===== src/logic/awrw_consts.vh =====
// Purpose: constants for the wake-up, reset and watchdog sequencer
// Assumes: clk_i is the low-rate system clock at 50 MHz in this build
// Notes: status positions are bit numbers inside status word 224+22
`ifndef AWRW_CONSTS_VH
`define AWRW_CONSTS_VH
`define AWRW_ROM_ENTRY 16'hf000
`define AWRW_USER_ENTRY 16'h0030
`define AWRW_STAT_REG_IDX 8'he0 + 8'h16
`define AWRW_STAT_WDT_BIT 17
`define AWRW_STAT_BTN_BIT 18
`define AWRW_STAT_SLEEP_BIT 22
`define AWRW_CFG0_CNV_LSB 16
`define AWRW_CFG1_SLEEP_BIT 17
`define AWRW_RTC_ADDR 8'hfe
`define AWRW_WDT_LIMIT 3'h4
`define AWRW_PRE_DIV 7'h40
`define AWRW_CLK_NS 20
`define AWRW_RTC_STEP_NS 12800000
`define AWRW_RTC_STEP_CYC (`AWRW_RTC_STEP_NS / `AWRW_CLK_NS)
`define AWRW_CNV_RST 8'h01
`endif


===== src/logic/awrw_sequencer.v =====
// Purpose: activation, boot decision, resets, sleep wake-up, watchdog and timer
// Assumes: core reports run completion and watchdog clears as one-cycle pulses
// Notes: one clock; base tick stands in for the 10 kHz oscillator
`timescale 1ns/10ps
`include "awrw_consts.vh"
// Function
// - activate on reset, end of measurement or sleep wake; reset wins
// - every activation starts execution at the ROM entry address
// - after reset, config-copy flag decides whether config is copied to RAM
// - after reset, power-up-program flag runs user code at 48 or stops
// - non-reset activation starts measurement or restarts counter, then user flag
// - stopping the core fully resets it and its start flags, RAM kept
// - power-on reset resets the chip except RAM, the watchdog-off flag, the tick dividers and rtc_o, then maybe user code
// - four starts without watchdog clear cause a chip reset that keeps the timer
// - watchdog timeout shown at status bit 17
// - stand-alone mode: select pin is reset input, its inverted level at bit 18
// - sleep mode wakes the core regularly without measuring
// - sleep wake-up start shown at status bit 22
// - sleep mode bit equals averaging rate zero
// - eight-bit conversion count comes from config 0 bits 23 to 16
// - in sleep the counter runs out then user code at 48 starts
// - counter runs always; rate is tick over 64 over count
// - watchdog counts measurement starts, forcing reset on missed watchdog clears
// - host may switch watchdog off; pin edges clear the watchdog
// - 24-bit timer steps every 12.8 ms, read at 254, refreshed per measurement
// - reset-cause and sleep-versus-measure flags available to user code
module awrw_sequencer (
  input wire clk_i,
  input wire sys_rst_i,
  input wire ce_i,
  input wire por_i,
  input wire base_tick_i,
  input wire [23:0] cfg0_i,
  input wire [23:0] cfg1_i,
  input wire avrate_zero_i,
  input wire cfg_copy_flag_i,
  input wire pwr_prg_flag_i,
  input wire usr_prg_flag_i,
  input wire host_interface_select_i,
  input wire select_or_reset_pin_i,
  input wire wdt_off_cmd_i,
  input wire wdt_clear_i,
  input wire meas_done_i,
  input wire core_stop_i,
  output reg core_run_o,
  output reg [15:0] core_pc_o,
  output reg core_load_pc_o,
  output reg core_reset_o,
  output reg cfg_copy_o,
  output reg meas_start_o,
  output reg cnv_restart_o,
  output reg chip_reset_o,
  output reg [23:0] status_o,
  output reg reset_cause_o,
  output reg sleep_wake_flag_o,
  output reg [23:0] rtc_o
);
  localparam ST_IDLE = 6'b000001;
  localparam ST_ROM = 6'b000010;
  localparam ST_CFG = 6'b000100;
  localparam ST_DECIDE = 6'b001000;
  localparam ST_USER = 6'b010000;
  localparam ST_STOP = 6'b100000;

  reg [5:0] state_q;
  reg [5:0] state_d;
  reg cause_rst_q;
  reg cause_wake_q;
  reg [2:0] wdt_q;
  reg wdt_off_q;
  reg wdt_alarm_q;
  reg pin_q;
  reg rst_pend_q;
  reg meas_pend_q;
  reg wake_pend_q;
  reg [23:0] rtc_cnt_q;
  reg [31:0] rtc_div_q;
  reg por_seen_q;
  wire sleep_mode;
  wire [7:0] cnv_cnt;
  wire pre_pulse;
  wire cnv_pulse;
  wire pin_edge;
  wire btn_reset;
  wire wdt_fire;

  assign sleep_mode = cfg1_i[`AWRW_CFG1_SLEEP_BIT] | avrate_zero_i;
  assign cnv_cnt = cfg0_i[`AWRW_CFG0_CNV_LSB +: 8];
  assign pin_edge = pin_q ^ select_or_reset_pin_i;
  // the pin is active low as a button; only in stand-alone mode
  assign btn_reset = ~host_interface_select_i & ~select_or_reset_pin_i;
  // the fourth unacknowledged start trips the watchdog, with no fifth start needed
  assign wdt_fire = ~wdt_off_q & (wdt_q == `AWRW_WDT_LIMIT);

  // base tick divided by 64, then by the conversion count
  awrw_prescale #(.W(7)) u_pre (
    .clk_i(clk_i),
    .sys_rst_i(sys_rst_i),
    .en_i(ce_i),
    .step_i(base_tick_i),
    .restart_i(1'b0),
    .div_i(`AWRW_PRE_DIV),
    .pulse_o(pre_pulse)
  );
  awrw_prescale #(.W(8)) u_cnv (
    .clk_i(clk_i),
    .sys_rst_i(sys_rst_i),
    .en_i(ce_i),
    .step_i(pre_pulse),
    .restart_i(cnv_restart_o),
    .div_i(cnv_cnt),
    .pulse_o(cnv_pulse)
  );

  always @* begin
    state_d = state_q;
    case (state_q)
      ST_IDLE: begin
        if (rst_pend_q | meas_pend_q | wake_pend_q) begin
          state_d = ST_ROM;
        end
      end
      ST_ROM: begin
        if (cause_rst_q) begin
          state_d = ST_CFG;
        end else begin
          state_d = ST_DECIDE;
        end
      end
      ST_CFG: state_d = ST_DECIDE;
      ST_DECIDE: begin
        if (cause_rst_q) begin
          state_d = pwr_prg_flag_i ? ST_USER : ST_STOP;
        end else begin
          state_d = usr_prg_flag_i ? ST_USER : ST_STOP;
        end
      end
      ST_USER: begin
        if (core_stop_i) begin
          state_d = ST_STOP;
        end
      end
      ST_STOP: state_d = ST_IDLE;
      default: state_d = ST_IDLE;
    endcase
  end

  always @(posedge clk_i) begin
    if (sys_rst_i) begin
      state_q <= ST_IDLE;
      cause_rst_q <= 1'b0;
      cause_wake_q <= 1'b0;
      wdt_q <= 3'h0;
      wdt_off_q <= 1'b0;
      wdt_alarm_q <= 1'b0;
      pin_q <= 1'b1;
      rst_pend_q <= 1'b1;
      meas_pend_q <= 1'b0;
      wake_pend_q <= 1'b0;
      rtc_cnt_q <= 24'h000000;
      rtc_div_q <= 32'h00000000;
      por_seen_q <= 1'b0;
      core_run_o <= 1'b0;
      core_pc_o <= 16'h0000;
      core_load_pc_o <= 1'b0;
      core_reset_o <= 1'b1;
      cfg_copy_o <= 1'b0;
      meas_start_o <= 1'b0;
      cnv_restart_o <= 1'b0;
      chip_reset_o <= 1'b1;
      status_o <= 24'h000000;
      reset_cause_o <= 1'b0;
      sleep_wake_flag_o <= 1'b0;
      rtc_o <= 24'h000000;
    end else if (ce_i) begin
      state_q <= state_d;
      pin_q <= select_or_reset_pin_i;
      core_load_pc_o <= 1'b0;
      cfg_copy_o <= 1'b0;
      meas_start_o <= 1'b0;
      cnv_restart_o <= 1'b0;
      chip_reset_o <= 1'b0;
      core_reset_o <= 1'b0;
      status_o[`AWRW_STAT_BTN_BIT] <= ~select_or_reset_pin_i;
      // a chip reset wipes all but RAM, the watchdog-off flag, the tick dividers, rtc_o and, except on power-on, the timer, and restarts the sequence
      if (por_i | btn_reset | wdt_fire) begin
        chip_reset_o <= 1'b1;
        core_reset_o <= 1'b1;
        core_run_o <= 1'b0;
        state_q <= ST_IDLE;
        rst_pend_q <= 1'b1;
        meas_pend_q <= 1'b0;
        wake_pend_q <= 1'b0;
        wdt_q <= 3'h0;
        wdt_alarm_q <= wdt_fire;
        status_o[`AWRW_STAT_WDT_BIT] <= wdt_fire;
        status_o[`AWRW_STAT_SLEEP_BIT] <= 1'b0;
        if (por_i) begin
          rtc_cnt_q <= 24'h000000;
          rtc_div_q <= 32'h00000000;
          por_seen_q <= 1'b1;
        end
      end else begin
        // events queue while the core is busy; set wins over the clear on take
        if (meas_done_i & ~sleep_mode) begin
          meas_pend_q <= 1'b1;
          rtc_o <= rtc_cnt_q;
        end else if (state_q == ST_IDLE && state_d == ST_ROM && !rst_pend_q) begin
          meas_pend_q <= 1'b0;
        end
        if (cnv_pulse & sleep_mode) begin
          wake_pend_q <= 1'b1;
        end else if (state_q == ST_IDLE && state_d == ST_ROM && !rst_pend_q && !meas_pend_q) begin
          wake_pend_q <= 1'b0;
        end
        // measurements start from the counter outside sleep
        if (cnv_pulse & ~sleep_mode) begin
          meas_start_o <= 1'b1;
          if (~wdt_off_q) begin
            wdt_q <= wdt_q + 3'h1;
          end
        end
        if (wdt_clear_i | pin_edge) begin
          wdt_q <= 3'h0;
        end
        if (wdt_off_cmd_i & host_interface_select_i) begin
          wdt_off_q <= 1'b1;
        end
        if (por_seen_q) begin
          if (rtc_div_q + 32'h1 >= `AWRW_RTC_STEP_CYC) begin
            rtc_div_q <= 32'h00000000;
            rtc_cnt_q <= rtc_cnt_q + 24'h000001;
          end else begin
            rtc_div_q <= rtc_div_q + 32'h1;
          end
        end
        case (state_q)
          ST_IDLE: begin
            if (state_d == ST_ROM) begin
              // reset outranks the two other sources
              cause_rst_q <= rst_pend_q;
              cause_wake_q <= ~rst_pend_q & ~meas_pend_q & wake_pend_q;
              reset_cause_o <= rst_pend_q;
              sleep_wake_flag_o <= ~rst_pend_q & ~meas_pend_q & wake_pend_q;
              status_o[`AWRW_STAT_SLEEP_BIT] <= ~rst_pend_q & ~meas_pend_q & wake_pend_q;
              rst_pend_q <= 1'b0;
              core_run_o <= 1'b1;
              core_pc_o <= `AWRW_ROM_ENTRY;
              core_load_pc_o <= 1'b1;
            end
          end
          ST_CFG: cfg_copy_o <= cfg_copy_flag_i;
          ST_DECIDE: begin
            if (!cause_rst_q) begin
              // measurement restart or, in sleep, counter restart only
              meas_start_o <= ~cause_wake_q;
              cnv_restart_o <= cause_wake_q;
              if (~cause_wake_q & ~wdt_off_q) begin
                wdt_q <= wdt_q + 3'h1;
              end
            end
            if (state_d == ST_USER) begin
              core_pc_o <= `AWRW_USER_ENTRY;
              core_load_pc_o <= 1'b1;
            end
          end
          ST_STOP: begin
            core_run_o <= 1'b0;
            core_reset_o <= 1'b1;
            cause_rst_q <= 1'b0;
            cause_wake_q <= 1'b0;
            reset_cause_o <= 1'b0;
            sleep_wake_flag_o <= 1'b0;
          end
          default: begin
          end
        endcase
      end
    end
  end
endmodule


===== src/logic/awrw_prescale.v =====
// Purpose: divide the tick base by a fixed or loaded count
// Assumes: synchronous active-high reset, clock enable freezes state
// Notes: pulse_o is one cycle wide, registered
`timescale 1ns/10ps
module awrw_prescale #(
  parameter W = 8
) (
  input wire clk_i,
  input wire sys_rst_i,
  input wire en_i,
  input wire step_i,
  input wire restart_i,
  input wire [W-1:0] div_i,
  output reg pulse_o
);
  reg [W-1:0] cnt_q;
  always @(posedge clk_i) begin
    if (sys_rst_i) begin
      cnt_q <= {W{1'b0}};
      pulse_o <= 1'b0;
    end else if (en_i) begin
      pulse_o <= 1'b0;
      if (restart_i) begin
        cnt_q <= {W{1'b0}};
      end else if (step_i) begin
        // a divide value of zero acts as one so the counter never stalls
        if (cnt_q + {{(W-1){1'b0}}, 1'b1} >= div_i) begin
          cnt_q <= {W{1'b0}};
          pulse_o <= 1'b1;
        end else begin
          cnt_q <= cnt_q + {{(W-1){1'b0}}, 1'b1};
        end
      end
    end
  end
endmodule


===== config.mk =====
export PLATFORM = sky130hd
export DESIGN_NAME = awrw_sequencer
export DESIGN_NICKNAME = d
export VERILOG_FILES = /design/src/logic/awrw_sequencer.v /design/src/logic/awrw_prescale.v
export VERILOG_INCLUDE_DIRS = /design/src /design/src/logic
export SDC_FILE = /design/constraint.sdc
export NUM_CORES = 1
export LEC_CHECK = 0
export ABC_CLOCK_PERIOD_IN_PS = 5600
export BUFFER_PORTS_ARGS = -buffer_cell sky130_fd_sc_hd__buf_2
export CORE_AREA = 2 2 89 134
export CTS_CLUSTER_DIAMETER = 150
export DETAILED_ROUTE_END_ITERATION = 10
export DIE_AREA = 0 0 91 136
export GPL_TIMING_DRIVEN = 0
export MAX_ROUTING_LAYER = met4
export PLACE_DENSITY_LB_ADDON = 0.12
export SLEW_MARGIN = 15
export SYNTH_ARGS = -nofsm -noshare
export SYNTH_HDL_FRONTEND = slang
export SYNTH_SLANG_ARGS = --single-unit

===== constraint.sdc =====
create_clock -name clk_i -period 5.6 [get_ports clk_i]
set_input_delay 0.56 -clock clk_i [delete_from_list [all_inputs] [get_ports clk_i]]
set_output_delay 0.56 -clock clk_i [all_outputs]
set_load 0.02 [all_outputs]

==> impl_results.md <==
* Status: completed
* Data arrival time of the worst path at 3750 ps
* Avg Cell Area, Syn at 7.69 um^2
* Gr usage total at 27.1%
* Power Internal at 1.61 mW
* # resized after CTS at 0
* Flip-flop and latch count after synthesis at 126
* Largest net degree at the start of global routing at 17
* Initial drt markers at 338
* Design Area, Final at 7700 um^2
* Final Wtd Congestion at 0.926
* CTS sink count at 126
* Leakage power at 3.12 nW
* Hold_buf cts at 0
* CTS tree: done
* Layout cells sized above 1 at 16.1%
* WL/cell at 14.3 um
* Global-route wire length before repair at 26.4 mm
* Vias in the first global route at 5732
* Area Overhead vs Synth at 18.5%
* CTS Buf Count at 17
* Post-DP Area at 7120 um^2
* Hold Slack at 411 ps
* DRT Pass-1 Iters at 5
* Req. time, crit path at 5940 ps
* Syn Inst Count at 844
* Initial antenna violation count at 0
* Final setup TNS at 0 ps
* Final period utilization at 60.9%
* Post-synth EDFFs at 0
* ANT cells at 0
* Fmax at 293 MHz
* Slew Viols, Final at 0
* Slew margin rel. at 45.5%
* Initial Util at 57.5%
* Power density cells at 277 nW/um^2
* Bufs on Longest Clock Path at 2
* Kind of end point of the critical path: flip-flop
* Crit path kind: flip-flop to flip-flop
* DRC errors left at 0
* Core Rows at 48
* DR vias at 6247
* Die Area at 12400 um^2
* Top FF cell, synth: dfxtp_1
* Die Wd at 91 um
* DRT Wirelength at 16.0 mm
* IO Count at 136
* Hold crit path type: primary input to flip-flop
* Async set or reset register ratio after synthesis at 0%
* Clock share of power at 50.4%
* Grt total ovfl at 0
* Sequential area share after synthesis at 38.8%
* Utilization after layout at 68.2%
* Root buffer cell: clkbuf_16
* Layout net count at 1035
* Final Hold Vio Count at 0
* Worst vdd ir at 0.000268 V
* CP Max Fanout at 10
* Die Height at 136 um
* Comb power frac at 6.9%
* Post-CTS Setup Bufs at 0
* Worst-Margin Slew at 811 ps
* RSZ-0062 raised after global routing: false
* Final Skew at 11.3 ps
* Final Setup Violations at 0
* H-tree depth at 4
* Routed Antenna Nets at 0
* Setup crit start kind: flip-flop
* YS warnings at 0
* Clock transition at the registers of the reported paths at 60 ps
* Port Buffers at 65
* Synthesized area at 6490 um^2
* Unique masters post-synth at 63
* Net switching power at 0.525 mW
* Min Tclk post-route at 3410 ps
* Core ar. at 11300 um^2
* Sequential share of power at 42.7%
* Worst-Skew Late Latency at 420 ps
* Max_cap viols at 0
* Sw Share at 24.6%
* DP Wirelength at 11.4 mm
* Avg Vias per Cell at 5.57
[cell usage after synthesis (all sizes together), types with 7 or more instances]
cell	n	area, um^2
and2	16	100
xnor2	13	114
a21oi	73	377
mux2i	7	70.1
or3	12	75.1
dfxtp	126	2520
nor2b	7	43.8
ha	14	175
nor2	72	287
nand3b	7	52.6
xor2	9	78.8
inv	18	67.6
o21ai	62	310
nor3	29	145
clkbuf	29	111
nand4	17	128
nand3	46	230
nand2	142	533
a31oi	12	75.1
nor4	7	58.8
buf	44	319
and3	17	111
[per-stage QoR]
stage | total power [mW] | cells | setup WS, ps
global route | 2.20 | 1121 | 1920
floorplan | 1.04 | 874 | 2660
detailed placement | 1.08 | 1089 | 2230
CTS | 2.14 | 1121 | 2190
finish | 2.13 | 1121 | 2190
global placement | 1.07 | 1089 | 1900
[cells in the final DEF, fill, tap and decap left out, types with 4 or more instances in the layout]
cell,count
nand2_1,142
dfxtp_1,126
a21oi_1,72
nor2_1,71
buf_2,71
o21ai_0,61
nand3_1,46
buf_4,37
conb_1,31
clkbuf_1,28
nor3_1,28
inv_1,18
clkbuf_16,17
and3_1,16
and2_1,16
nand4_1,15
ha_1,14
xnor2_1,13
or3_1,12
a31oi_1,12
xor2_1,9
nor2b_1,7
nand3b_1,7
mux2i_1,7
nor4_1,6
o31ai_1,6
nand2b_1,5
clkinv_2,5
a22oi_1,4
and4_1,4
or2_2,4
[power by group through the flow]
stage	logic, mW	registers, mW	clock network, mW
floorplan	0.101	0.934	0
global placement	0.143	0.931	0
detailed placement	0.144	0.931	0
CTS	0.145	0.912	1.08
global route	0.159	0.913	1.13
finish	0.146	0.912	1.08
[metal layers]
metal / up-vias / GRT usage, % / wire, um
li1: 3130 / - / -
met1: 2893 / 29.6 / 6730
met2: 187 / 47.2 / 8150
met3: 37 / 6.04 / 754
met4: 0 / 11.8 / 400
met5: - / - / 0
[critical path, cell delays in order, from the launching register on]
cell	delay, ps
dfxtp_1	420
ha_1	240
nand4_1	260
or4_1	550
nor2_1	150
xnor2_1	130
a31oi_1	100
or4_1	580
buf_6	180
a21oi_4	250
buf_2	260
o21ai_0	130
o21ai_0	90
[sequential cells by signal, summed over array words and instances, names as in the netlist, 2 cells and up]
name and flops:
core_pc_o 2, rtc_cnt_q 24, rtc_div_q 32, rtc_o 24
state_q 6, status_o 3, u_cnv.cnt_q 8, u_pre.cnt_q 7
wdt_q 3
[area by class of cell]
type | instances | area [um^2]
inverter | 19 | 71.3
clock buffer | 18 | 429
timing repair buffer | 65 | 325
clock inverter | 14 | 143
buffer | 73 | 430
fill | 1041 | 3590
multi-input combinational | 656 | 3590
sequential | 126 | 2520
tap | 150 | 188
[cells by family (layout without fill, tap and decap cells)]
kind of cell / count (synthesis) / after routing / synth area share [%]
flip-flops: 126 / 126 / 38.8
buffers and inverters: 92 / 189 / 7.73
adder cells (fa/ha/maj): 14 / 14 / 2.70
AND/OR/NAND/NOR: 392 / 392 / 29.5
multiplexers: 7 / 7 / 1.08
XOR/XNOR: 22 / 22 / 2.97
other: 1 / 31 / 0.0577
AO/OA/AOI/OAI: 190 / 190 / 17.1
[path summary, 6_finish.rpt]
kind / startpoint / to / slack, ps / cells after the start
worst max register to register: rtc_div_q[0] / rtc_cnt_q[8] / 2190 / 12
worst max-delay path: rtc_div_q[0] / rtc_cnt_q[8] / 2190 / 12
worst min register to register: rtc_o[11] / rtc_o[11] / 450 / 2
worst min-delay path: cfg_copy_flag_i / cfg_copy_o / 410 / 3
Note: power is estimated with default switching activity, not from simulation.
